--- config.mk ---
export PLATFORM = sky130hd
export DESIGN_NAME = audio_tx_source
export DESIGN_NICKNAME = d
export VERILOG_FILES = /design/src/hw/audio_tx_pkg.sv /design/src/hw/slot_mem_if.sv /design/src/hw/slot_mem.sv /design/src/hw/audio_tx_source.sv
export SDC_FILE = /design/constraint.sdc
export NUM_CORES = 2
export LEC_CHECK = 0
export BUFFER_PORTS_ARGS = -buffer_cell sky130_fd_sc_hd__clkbuf_2
export CAP_MARGIN = 5
export CORE_MARGIN = 2
export CORE_UTILIZATION = 55
export CTS_CLUSTER_SIZE = 20
export DETAILED_ROUTE_END_ITERATION = 10
export GPL_TIMING_DRIVEN = 0
export PLACE_DENSITY_LB_ADDON = 0.05
export SLEW_MARGIN = 0
export SYNTH_ARGS = -nofsm -noshare
export SYNTH_HDL_FRONTEND = slang
export SYNTH_SLANG_ARGS = --single-unit
export TNS_END_PERCENT = 5
--- constraint.sdc ---
create_clock -name clk_sys_i -period 50.9 [get_ports clk_sys_i]
set_input_delay 5.09 -clock clk_sys_i [delete_from_list [all_inputs] [get_ports clk_sys_i]]
set_output_delay 5.09 -clock clk_sys_i [all_outputs]
set_load 0.01 [all_outputs]
--- src/hw/audio_tx_pkg.sv ---
// audio_tx_pkg: register map, field layout, framing codes and states
// assumes: shared by the serial audio source and its slot memory
package audio_tx_pkg;

  // register byte offsets on the ahb-lite slave
  localparam logic [7:0] CTRL_OFS = 8'h00;
  localparam logic [7:0] DIV_OFS = 8'h04;
  localparam logic [7:0] FSLEN_OFS = 8'h08;
  localparam logic [7:0] STAT_OFS = 8'h0c;
  localparam logic [7:0] MASK_OFS = 8'h10;
  localparam logic [7:0] FRAMES_OFS = 8'h14;
  localparam logic [1:0] TAB_PAGE = 2'h1; // haddr[7:6] of slot table 0x40..0x7c

  // control register fields
  localparam int CTRL_EN_BIT = 0;
  localparam int CTRL_FMT_LSB = 1;
  localparam int CTRL_RATE_LSB = 3;

  // status and mask bits
  localparam int STS_FRAME = 0;
  localparam int STS_CFGERR = 1;
  localparam int STS_RUN = 2;

  // format codes of format_select_field
  localparam logic [1:0] FMT_I2S = 2'h0;
  localparam logic [1:0] FMT_TDM4 = 2'h1;
  localparam logic [1:0] FMT_TDM8 = 2'h2;
  localparam logic [1:0] FMT_TDM16 = 2'h3;

  // codes of sample_rate_field
  localparam logic [2:0] RATE_44K1 = 3'h0;
  localparam logic [2:0] RATE_48K = 3'h1;
  localparam logic [2:0] RATE_96K = 3'h2;
  localparam logic [2:0] RATE_192K = 3'h3;

  // framing figures
  localparam logic [9:0] FRAME_BITS_I2S = 10'h040; // 64 bit clocks per frame
  localparam logic [8:0] I2S_FS_HIGH = 9'h020; // 32 bit clocks high
  localparam logic [4:0] WORD_FIRST_BIT = 5'h01; // msb one clock after word start

  // reset values and the divider floor
  localparam logic [15:0] DIV_RST = 16'h0014;
  localparam logic [15:0] DIV_MIN = 16'h0002;
  localparam logic [8:0] FSLEN_RST = 9'h001;

  typedef enum logic [1:0] {
    ST_IDLE = 2'b01,
    ST_RUN = 2'b10
  } run_state_t;

endpackage

--- src/hw/slot_mem_if.sv ---
// slot_mem_if: write port and two registered read ports of the slot table
// assumes: one clock, driven by the source top and served by slot_mem
`timescale 1ns/10ps
interface slot_mem_if #(
  parameter int AW = 4,
  parameter int WIDTH = 32
);
  logic we;
  logic [AW-1:0] waddr;
  logic [WIDTH-1:0] wdata;
  logic [AW-1:0] ra_addr;
  logic [WIDTH-1:0] ra_data;
  logic [AW-1:0] rb_addr;
  logic [WIDTH-1:0] rb_data;

  modport mem (input we, waddr, wdata, ra_addr, rb_addr, output ra_data, rb_data);
  modport user (output we, waddr, wdata, ra_addr, rb_addr, input ra_data, rb_data);
endinterface

--- src/hw/slot_mem.sv ---
// slot_mem: table of slot words, one write port, two registered reads
// assumes: clk_sys_i domain; a read of a word being written sees new data
`timescale 1ns/10ps
module slot_mem import audio_tx_pkg::*; #(
  parameter int AW = 4,
  parameter int WIDTH = 32
) (
  // clock and reset
  input wire logic clk_sys_i,
  input wire logic sys_rst_i,
  // table access
  slot_mem_if.mem port
);
  localparam int WORDS = 1 << AW;

  typedef struct packed {
    logic [WORDS-1:0][WIDTH-1:0] w;
    logic [WIDTH-1:0] ra;
    logic [WIDTH-1:0] rb;
  } mem_state_t;

  mem_state_t q;
  mem_state_t n;

  if (AW < 1 || AW > 8) begin : g_chk
    $error("slot_mem: AW out of range");
  end

  // write one entry, register both reads with write bypass
  always_comb begin
    n = q;
    for (int i = 0; i < WORDS; i++) begin
      if (port.we && port.waddr == AW'(i)) begin
        n.w[i] = port.wdata;
      end
    end
    n.ra = (port.we && port.waddr == port.ra_addr) ? port.wdata : q.w[port.ra_addr];
    n.rb = (port.we && port.waddr == port.rb_addr) ? port.wdata : q.w[port.rb_addr];
  end

  always_ff @(posedge clk_sys_i or posedge sys_rst_i) begin
    if (sys_rst_i) begin
      q <= '0;
    end else begin
      q <= n;
    end
  end

  assign port.ra_data = q.ra;
  assign port.rb_data = q.rb;
endmodule

--- src/hw/audio_tx_source.sv ---
// audio_tx_source: serial audio source driving bit clock, frame select, data
// assumes: ahb-lite single word transfers, 125 MHz clk_sys_i, receiver on pins
//
// What this block does
// - frame select period equals one sample period; frames are whole.
// - formats i2s, tdm4 to 192k, tdm8 to 96k, tdm16 to 48k only.
// - words are two's complement, most significant bit sent first.
// - receiver format and rate fields must match the bus.
// - i2s uses 64 bit clocks per frame, two 32-bit words.
// - tdm4 uses 128 bit clocks per frame, slots 0 to 3.
// - tdm8 uses 256 bit clocks per frame, slots 0 to 7.
// - tdm16 uses 512 bit clocks per frame, slots 0 to 15.
// - data and frame select change away from the rising bit clock edge.
// - frame select high 32 clocks in i2s, 1 up to frame less one in tdm.
`timescale 1ns/10ps
module audio_tx_source import audio_tx_pkg::*; #(
  parameter int DIV_W = 16
) (
  // clock and reset
  input wire logic clk_sys_i,
  input wire logic sys_rst_i,
  // ahb-lite slave
  input wire logic hsel_i,
  input wire logic [31:0] haddr_i,
  input wire logic [1:0] htrans_i,
  input wire logic hwrite_i,
  input wire logic [2:0] hsize_i,
  input wire logic [31:0] hwdata_i,
  input wire logic hready_i,
  output logic hreadyout_o,
  output logic hresp_o,
  output logic [31:0] hrdata_o,
  // serial audio pins
  output logic serial_bit_clock_pin_o,
  output logic frame_select_pin_o,
  output logic serial_audio_data_pin_o,
  // interrupt
  output logic irq_o
);

  if (DIV_W < 5 || DIV_W > 16) begin : g_chk
    $error("audio_tx_source: DIV_W must lie in 5..16");
  end

  typedef struct packed {
    run_state_t st;
    logic [DIV_W-1:0] half;
    logic [DIV_W-1:0] cnt;
    logic sck;
    logic fs;
    logic sd;
    logic [8:0] pos;
    logic [31:0] sh;
    logic en;
    logic [1:0] fmt;
    logic [2:0] rate;
    logic [8:0] fs_cfg;
    logic [1:0] fmt_s;
    logic [8:0] fs_len_s;
    logic [1:0] sts;
    logic [1:0] mask;
    logic [31:0] frames;
    logic a_wr;
    logic a_rd;
    logic [7:0] a_addr;
  } state_t;

  state_t q;
  state_t n;
  logic legal;
  logic tick;
  logic fall_w;
  logic [8:0] last_s;
  logic ev_frame;
  logic ev_err;
  logic [DIV_W-1:0] half_eff;

  slot_mem_if #(.AW(4), .WIDTH(32)) mif ();

  slot_mem #(.AW(4), .WIDTH(32)) u_mem (
    .clk_sys_i(clk_sys_i),
    .sys_rst_i(sys_rst_i),
    .port(mif.mem)
  );

  // frame length in bit clocks for a format
  function automatic logic [9:0] frame_bits(input logic [1:0] fmt);
    frame_bits = FRAME_BITS_I2S << fmt; // 64, 128, 256, 512
  endfunction

  // frame select high length, clamped to what the format allows
  function automatic logic [8:0] fs_len(input logic [1:0] fmt, input logic [8:0] cfg);
    logic [9:0] fb;
    fb = frame_bits(fmt);
    if (fmt == FMT_I2S) begin
      fs_len = I2S_FS_HIGH;
    end else if (cfg == 9'h000) begin
      fs_len = 9'h001;
    end else if ({1'b0, cfg} >= fb) begin
      fs_len = 9'(fb - 10'h001);
    end else begin
      fs_len = cfg;
    end
  endfunction

  // format and rate pairs the receiver can serve
  assign legal = (q.rate <= RATE_192K)
    && !(q.fmt == FMT_TDM8 && q.rate == RATE_192K)
    && !(q.fmt == FMT_TDM16 && (q.rate == RATE_96K || q.rate == RATE_192K));

  // bit clock divider terms
  assign half_eff = (q.half < DIV_W'(DIV_MIN)) ? DIV_W'(DIV_MIN) : q.half;
  assign tick = (q.cnt >= half_eff - DIV_W'(1));
  assign fall_w = (q.st == ST_RUN) && tick && q.sck;
  assign last_s = 9'(frame_bits(q.fmt_s) - 10'h001);

  // memory hookup: serializer reads the word of the current slot
  assign mif.we = q.a_wr && (q.a_addr[7:6] == TAB_PAGE);
  assign mif.waddr = q.a_addr[5:2];
  assign mif.wdata = hwdata_i;
  assign mif.ra_addr = q.pos[8:5];
  assign mif.rb_addr = haddr_i[5:2];

  // next state: serializer, bus slave and status
  always_comb begin
    n = q;
    ev_frame = 1'b0;
    ev_err = 1'b0;
    case (q.st)
      ST_IDLE: begin
        n.cnt = '0;
        n.sck = 1'b0;
        n.fs = 1'b0;
        n.sd = 1'b0;
        if (q.en && legal) begin
          // first frame: frame select rises with bit 0 ahead of the first rise
          n.st = ST_RUN;
          n.pos = 9'h000;
          n.fmt_s = q.fmt;
          n.fs_len_s = fs_len(q.fmt, q.fs_cfg);
          n.fs = 1'b1;
          n.sh = '0;
          n.frames = q.frames + 32'h1;
          ev_frame = 1'b1;
        end else if (q.en) begin
          ev_err = 1'b1;
        end
      end
      ST_RUN: begin
        n.cnt = tick ? '0 : q.cnt + DIV_W'(1);
        if (tick) begin
          n.sck = !q.sck;
          // pins change only at the falling edge, half a bit before sampling
          if (q.sck) begin
            if (q.pos == last_s) begin
              if (!q.en || !legal) begin
                // stop only at a frame boundary so the last frame is whole
                n.st = ST_IDLE;
                n.pos = 9'h000;
                n.fs = 1'b0;
                n.sd = 1'b0;
                ev_err = q.en;
              end else begin
                // new frame: config taken only here keeps frame length exact
                n.pos = 9'h000;
                n.fmt_s = q.fmt;
                n.fs_len_s = fs_len(q.fmt, q.fs_cfg);
                n.fs = 1'b1;
                n.sd = q.sh[31]; // last bit of last slot
                n.sh = {q.sh[30:0], 1'b0};
                n.frames = q.frames + 32'h1;
                ev_frame = 1'b1;
              end
            end else begin
              n.pos = q.pos + 9'h001;
              n.fs = (n.pos < q.fs_len_s);
              if (n.pos[4:0] == WORD_FIRST_BIT) begin
                // msb of the next word one clock after its slot start
                n.sd = mif.ra_data[31];
                n.sh = {mif.ra_data[30:0], 1'b0};
              end else begin
                n.sd = q.sh[31];
                n.sh = {q.sh[30:0], 1'b0};
              end
            end
          end
        end
      end
      default: begin
        n.st = ST_IDLE;
      end
    endcase

    // ahb address phase capture
    n.a_wr = hsel_i && hready_i && htrans_i[1] && hwrite_i;
    n.a_rd = hsel_i && hready_i && htrans_i[1] && !hwrite_i;
    n.a_addr = haddr_i[7:0];

    // ahb data phase writes
    if (q.a_wr) begin
      if (q.a_addr == CTRL_OFS) begin
        n.en = hwdata_i[CTRL_EN_BIT];
        n.fmt = hwdata_i[CTRL_FMT_LSB +: 2];
        n.rate = hwdata_i[CTRL_RATE_LSB +: 3];
      end else if (q.a_addr == DIV_OFS) begin
        n.half = hwdata_i[DIV_W-1:0];
      end else if (q.a_addr == FSLEN_OFS) begin
        n.fs_cfg = hwdata_i[8:0];
      end else if (q.a_addr == STAT_OFS) begin
        n.sts = q.sts & ~hwdata_i[1:0];
      end else if (q.a_addr == MASK_OFS) begin
        n.mask = hwdata_i[1:0];
      end
    end

    // events win over a clear in the same cycle
    n.sts[STS_FRAME] = n.sts[STS_FRAME] | ev_frame;
    n.sts[STS_CFGERR] = n.sts[STS_CFGERR] | ev_err;
  end

  // state register
  always_ff @(posedge clk_sys_i or posedge sys_rst_i) begin
    if (sys_rst_i) begin
      q <= '0;
      q.st <= ST_IDLE;
      q.half <= DIV_W'(DIV_RST);
      q.fs_cfg <= FSLEN_RST;
      q.fs_len_s <= I2S_FS_HIGH;
    end else begin
      q <= n;
    end
  end

  // read data mux in the data phase
  always_comb begin
    hrdata_o = 32'h0;
    if (q.a_rd) begin
      if (q.a_addr == CTRL_OFS) begin
        hrdata_o = {26'h0, q.rate, q.fmt, q.en};
      end else if (q.a_addr == DIV_OFS) begin
        hrdata_o = 32'(q.half);
      end else if (q.a_addr == FSLEN_OFS) begin
        hrdata_o = {23'h0, q.fs_cfg};
      end else if (q.a_addr == STAT_OFS) begin
        hrdata_o = {29'h0, q.st == ST_RUN, q.sts};
      end else if (q.a_addr == MASK_OFS) begin
        hrdata_o = {30'h0, q.mask};
      end else if (q.a_addr == FRAMES_OFS) begin
        hrdata_o = q.frames;
      end else if (q.a_addr[7:6] == TAB_PAGE) begin
        hrdata_o = mif.rb_data;
      end
    end
  end

  // bus answer, pins and interrupt
  assign hreadyout_o = 1'b1;
  assign hresp_o = 1'b0;
  assign serial_bit_clock_pin_o = q.sck;
  assign frame_select_pin_o = q.fs;
  assign serial_audio_data_pin_o = q.sd;
  assign irq_o = |(q.sts & q.mask);
endmodule

Word-level counts from Yosys, hierarchy flattened
Cells that the tools add are included.
{"block": "op_classes", "add_sub_neg": 6, "order_cmp": 7, "n_eq_ne": 38, "shifts": 2, "n_mux": 66, "bitwise_logic": 9, "reduce_logical": 52}
{"operator": "2-to-1 mux 32 bit", "n": 19}
{"operator": "binary-select mux 32 bit (select 4 bit)", "n": 2}
{"operator": "case mux 60 bit (2 select lines)", "n": 1}
{"operator": "2-to-1 mux 43 bit", "n": 2}
{"operator": "2-to-1 mux 11 bit", "n": 6}
{"operator": "case mux 32 bit (2 select lines)", "n": 1}
{"operator": "2-to-1 mux 44 bit", "n": 1}
{"operator": "2-to-1 mux 41 bit", "n": 1}
{"operator": "adder 32 x 1 -> 32 bit (second input constant)", "n": 1}
{"operator": "equality test 4 bit (second input constant)", "n": 8}
{"operator": "2-to-1 mux 16 bit", "n": 2}
{"operator": "logical AND 1 bit", "n": 28}
{"operator": "2-to-1 mux 9 bit", "n": 3}
{"operator": "case mux 11 bit (2 select lines)", "n": 1}
{"operator": "subtractor 9 x 1 -> 9 bit (second input constant)", "n": 2}
{"operator": "adder 16 x 1 -> 16 bit (second input constant)", "n": 1}
{"operator": "equality test 4 x 3 -> 1 bit (second input constant)", "n": 4}
{"operator": "equality test 8 x 4 -> 1 bit (second input constant)", "n": 2}
{"operator": "equality test 8 x 5 -> 1 bit (second input constant)", "n": 2}
{"operator": ">= comparator 16 bit", "n": 1}
{"operator": "< comparator 16 x 2 -> 1 bit (second input constant)", "n": 1}
{"operator": "2-to-1 mux 2 bit", "n": 8}
{"operator": "2-to-1 mux 4 bit", "n": 4}
{"operator": "subtractor 16 x 1 -> 16 bit (second input constant)", "n": 1}
{"operator": "38 further kinds", "n": 78}
{"block": "totals", "regBits": 726, "input_bits": 74, "out_inout_bits": 38, "wordCells": 218}

Longest topological paths before layout
{"block": "depth", "ltp_word": 13, "depth_mapped": 19, "depth_no_buf": 17}

Modules after synthesis
Synthesis repeated with hierarchy kept, for this count alone.
{"block": "unflattened", "cells_unflattened": 2767, "area_unflattened_um2": 37921.4}
{"mod": "slot_mem", "instances": 1, "cells_per_inst": 1884, "area_each_um2": 29405.7, "seq_area_each_um2": 14413.8}
{"mod": "audio_tx_source", "instances": 1, "cells_per_inst": 883, "area_each_um2": 8515.7, "seq_area_each_um2": 3734.8}

Worst setup path after synthesis
OpenSTA, ideal clock, no wires.
{"block": "synth_path", "kind": "input-to-reg", "start": "input haddr_i[2]", "end": "register u_mem.q, in the netlist u_mem.port.rb_data[16]", "setup_ns": 0.125, "arrival_ns": 7.147, "required_time_ns": 50.775, "path_slack_ns": 43.628, "cell_stages": 5, "n_path_buf": 2, "cell_sequence": "clkbuf_1 buf_1 mux4_2 mux4_2 mux2_2"}
{"item": "from (decl)", "line_no": "audio_tx_source.sv:24", "source": "input wire logic [31:0] haddr_i,"}
{"item": "to (signal assigned)", "line_no": "slot_mem.sv:45", "source": "q <= n;"}
{"item": "to (decl)", "line_no": "slot_mem.sv:22", "source": "mem_state_t q;"}

Worst setup path in the final report
{"block": "layout_path", "start": "register q[7] (netlist name)", "end": "output hrdata_o[8]"}
{"block": "layout_via", "elab_chain_len": 9, "word_cells_on_any_way": 15, "classes_between": "eq/ne: 6; mux: 8; reduce/logical: 1"}
{"item": "from (decl)", "line_no": "audio_tx_source.sv:68", "source": "state_t q;"}
{"item": "from (signal assigned)", "line_no": "audio_tx_source.sv:230", "source": "q <= n;"}
{"item": "equality test 2 x 1 -> 1 bit", "line_no": "audio_tx_source.sv:250", "source": "end else if (q.a_addr[7:6] == TAB_PAGE) begin"}
{"item": "2-to-1 mux 32 bit", "line_no": "audio_tx_source.sv:250"}
{"item": "2-to-1 mux 32 bit", "line_no": "audio_tx_source.sv:248", "source": "end else if (q.a_addr == FRAMES_OFS) begin"}
{"item": "2-to-1 mux 32 bit", "line_no": "audio_tx_source.sv:246", "source": "end else if (q.a_addr == MASK_OFS) begin"}
{"item": "2-to-1 mux 32 bit", "line_no": "audio_tx_source.sv:244", "source": "end else if (q.a_addr == STAT_OFS) begin"}
{"item": "2-to-1 mux 32 bit", "line_no": "audio_tx_source.sv:242", "source": "end else if (q.a_addr == FSLEN_OFS) begin"}
{"item": "2-to-1 mux 32 bit", "line_no": "audio_tx_source.sv:240", "source": "end else if (q.a_addr == DIV_OFS) begin"}
{"item": "2-to-1 mux 32 bit *", "line_no": "audio_tx_source.sv:238", "source": "if (q.a_addr == CTRL_OFS) begin"}
{"item": "2-to-1 mux 32 bit *", "line_no": "audio_tx_source.sv:237", "source": "if (q.a_rd) begin"}
{"item": "to (decl)", "line_no": "audio_tx_source.sv:32", "source": "output logic [31:0] hrdata_o,"}
Every way passes the cells marked *; elsewhere a longest branch is shown, timed or not.

==> impl_results.md <==
* Fin crit period at 9.32 ns
* Root buffer cell: clkbuf_16
* Final Skew at 0.0220 ns
* WHS at 0.482 ns
* Post-synthesis mux area share at 33.5%
* RSZ-0062 raised after global routing: false
* Largest family of logic cells by synthesized area: multiplexers
* Crit Path Class: register to output port
* Synth cell count leaders: dfrtp_1 (720), mux2_2 (557), mux4_2 (227), nand2_1 (196), clkbuf_1 (182)
* Sequential area share after synthesis at 48.1%
* 1st-iter DRT viols at 3281
* Synth Area in Compound Gates at 6.59%
* Status: completed
* Avg Inst Size Synth at 13.1 um2
* Layout Cells excl Fill at 3983
* FMAX at 0.107 GHz
* Synth top area share at 47.8%
* Initial cell density of the core at 55.3%
* Register bit total from synthesis at 725
* Tcrit/Tclk final at 18.3%
* MaxCap Viol Count at 0
* Number of antenna violations at the first check in global routing at 6
* Post-DP HPWL at 84.9 mm
* Fraction of the mapped netlist area in adder cells at 1.13%
* XOR/XNOR share of the synthesized area at 1.65%
* Fin util at 61.8%
* Vias in the first global route at 27200
* GRT overflow at 0
* Port buffer count at 71
* Mapped Nets at 2983
* Post-CTS setup buffer count at 0
* Crit. End Element: output port
* Post-Syn Area at 37700 um2
* Leading cell type by number of instances after synthesis: dfrtp_1
* Vias per inst at 6.76
* Simple-Gate Fraction of Synth Area at 5.91%
* Clk Latency, worst-skew pair at 0.65 ns
* Clk sinks at 725
* Die width at 266 um
* Worst path arrival time at 4.23 ns
* Drt wl/cell at 30.4 um
* Post-DRT Antenna Nets at 0
* DIE AREA at 70700 um2
* Largest net degree at the start of global routing at 135
* Max-slew violation count at 0
* LEAKAGE at 17.7 nW
* Post-synthesis async set-or-reset flop share at 100%
* Worst vdd rail ir drop at 0.0287 mV
* Core area at 68200 um2
* IO Count at 112
* Total CTS buffers at 81
* Layout cell share with drive strength beyond 1 at 33.9%
* Syn Inst Count at 2875
* Die H at 266 um
* CTS Hold Bufs at 0
* Routability cong. at 0.904
* Power Total at 0.00140 W
* Final WL at 121 mm
* Worst slew margin at 9.57%
* Via count at 26900
* Ranking of synthesized cells by area: dfrtp_1 (48%), mux2_2 (17%), mux4_2 (14%)
* Top_reg_cell synth: dfrtp_1
* Fin nets at 3145
* Dpl cells at 3834
* Netlist cell types at 65
* Worst slew pin tran at 1.36 ns
* Final hold vios at 0
* First-pass GRT wire length at 180 mm
* Yosys warning count at 0
* CP startpoint kind: register
* Hold Path Class: register to register
* Setup violators final at 0
* EDFF count, synth at 0
* Clock Tree Buf Depth at 3
* P per Cell Area at 33.2 nW/um2
* Row count at 96
* Reg clk slew, reported paths at 0.06 ns
* H-tree depth at 3
* 1st-pass router iterations at 6
* Yosys top cell by area: dfrtp_1
* Area grow syn2layout at 11.7%
* Global-route usage over all layers at 34.8%
* Worst EP required at 45.81 ns
* Setup_tns at 0 ns
* Post-cts resize count at 0
* Remaining DRCs at 0
* Worst-path fanout max at 10
* TritonCTS clock tree: yes
==> worst paths after layout <==
check                                    from                        to  slack, ns  cells after the start
setup reg to reg           q[141]$_DFFE_PP0P_         q[79]$_DFFE_PP0P_      45.16                     17
min in group asynchronous           sys_rst_i        q[117]$_DFFE_PP0P_       4.57                      2
hold reg to reg             q[54]$_DFFE_PP0P_         q[54]$_DFFE_PP0P_       0.48                      2
setup / recovery               q[7]$_DFF_PP0_               hrdata_o[8]      41.58                      8
max in group asynchronous           sys_rst_i  u_mem.q[567]$_DFFE_PP0P_      44.61                      4
hold / removal              q[54]$_DFFE_PP0P_         q[54]$_DFFE_PP0P_       0.48                      2
==> worst max-delay path: stages, from the launching register on <==
cell	delay (ns)
dfrtp_1	0.38
nor4_1	0.82
nand2_1	0.15
nor3_1	0.66
or3b_2	0.27
clkbuf_1	0.30
clkbuf_1	0.57
o22ai_1	0.26
clkbuf_2	0.18
==> state kept, by name, indices dropped and copies added (netlist names) <==
signal,cells
frame_select_pin_o,1
mif.ra_addr,4
mif.waddr,4
q,138
serial_audio_data_pin_o,1
serial_bit_clock_pin_o,1
u_mem.port.ra_data,32
u_mem.port.rb_data,32
u_mem.q,512
==> layout by cell type (no fill, tap or decap), types with 17 or more instances in the layout <==
cell / instances
nand2_1: 196
clkbuf_8: 19
inv_1: 31
and3_1: 45
mux2i_1: 127
dfrtp_1: 720
nor3_1: 17
nand3_1: 67
nor2_1: 87
xor2_1: 33
o221ai_1: 93
mux4_2: 227
clkbuf_1: 196
ha_1: 34
o21ai_0: 126
a21oi_1: 26
a22oi_1: 34
nand4_1: 17
xnor2_1: 38
a31oi_1: 34
buf_2: 35
clkbuf_16: 83
mux2_2: 557
clkbuf_2: 72
buf_1: 31
==> cells by family after synthesis <==
logic type / after synthesis
buffers and inverters: 288
AOI/OAI and AO/OA: 364
and+or+nand+nor: 480
adders and majority gates: 34
muxes: 911
DFF: 725
other: 2
xor gates and xnor gates: 71
==> layer usage <==
metal  wire length, um  vias up  GRT usage, %
li1                  -    11200             -
met3             10800      271          8.08
met1             50200    14200          48.7
met5                35        -             0
met4              3990        6          11.6
met2             56000     1251          54.0
==> per-stage QoR <==
stage               setup WS [ns]  cell area [um2]
finish                      41.58            42100
CTS                         41.61            42100
global route                41.37            42100
floorplan                   25.48            37700
detailed placement          42.29            39300
global placement            18.45            39200
==> cell type report <==
cell class	instances	area (um2)
tap	882	1100
fill	5447	26100
buffer	255	1040
inverter	33	131
antenna	2	5.00
clock buffer	116	2390
clock inverter	29	369
sequential	725	18100
multi-input combinational	1862	18400
timing repair buffer	79	523
==> where the power goes <==
| group | internal, W | switching [W] |
|---|---|---|
| clock | 0.000363 | 0.000247 |
| sequential | 0.000606 | 0.0000227 |
| combinational | 0.0000624 | 0.0000973 |
| total | 0.00103 | 0.000367 |
No activity file was read; power rests on OpenSTA's default activity.
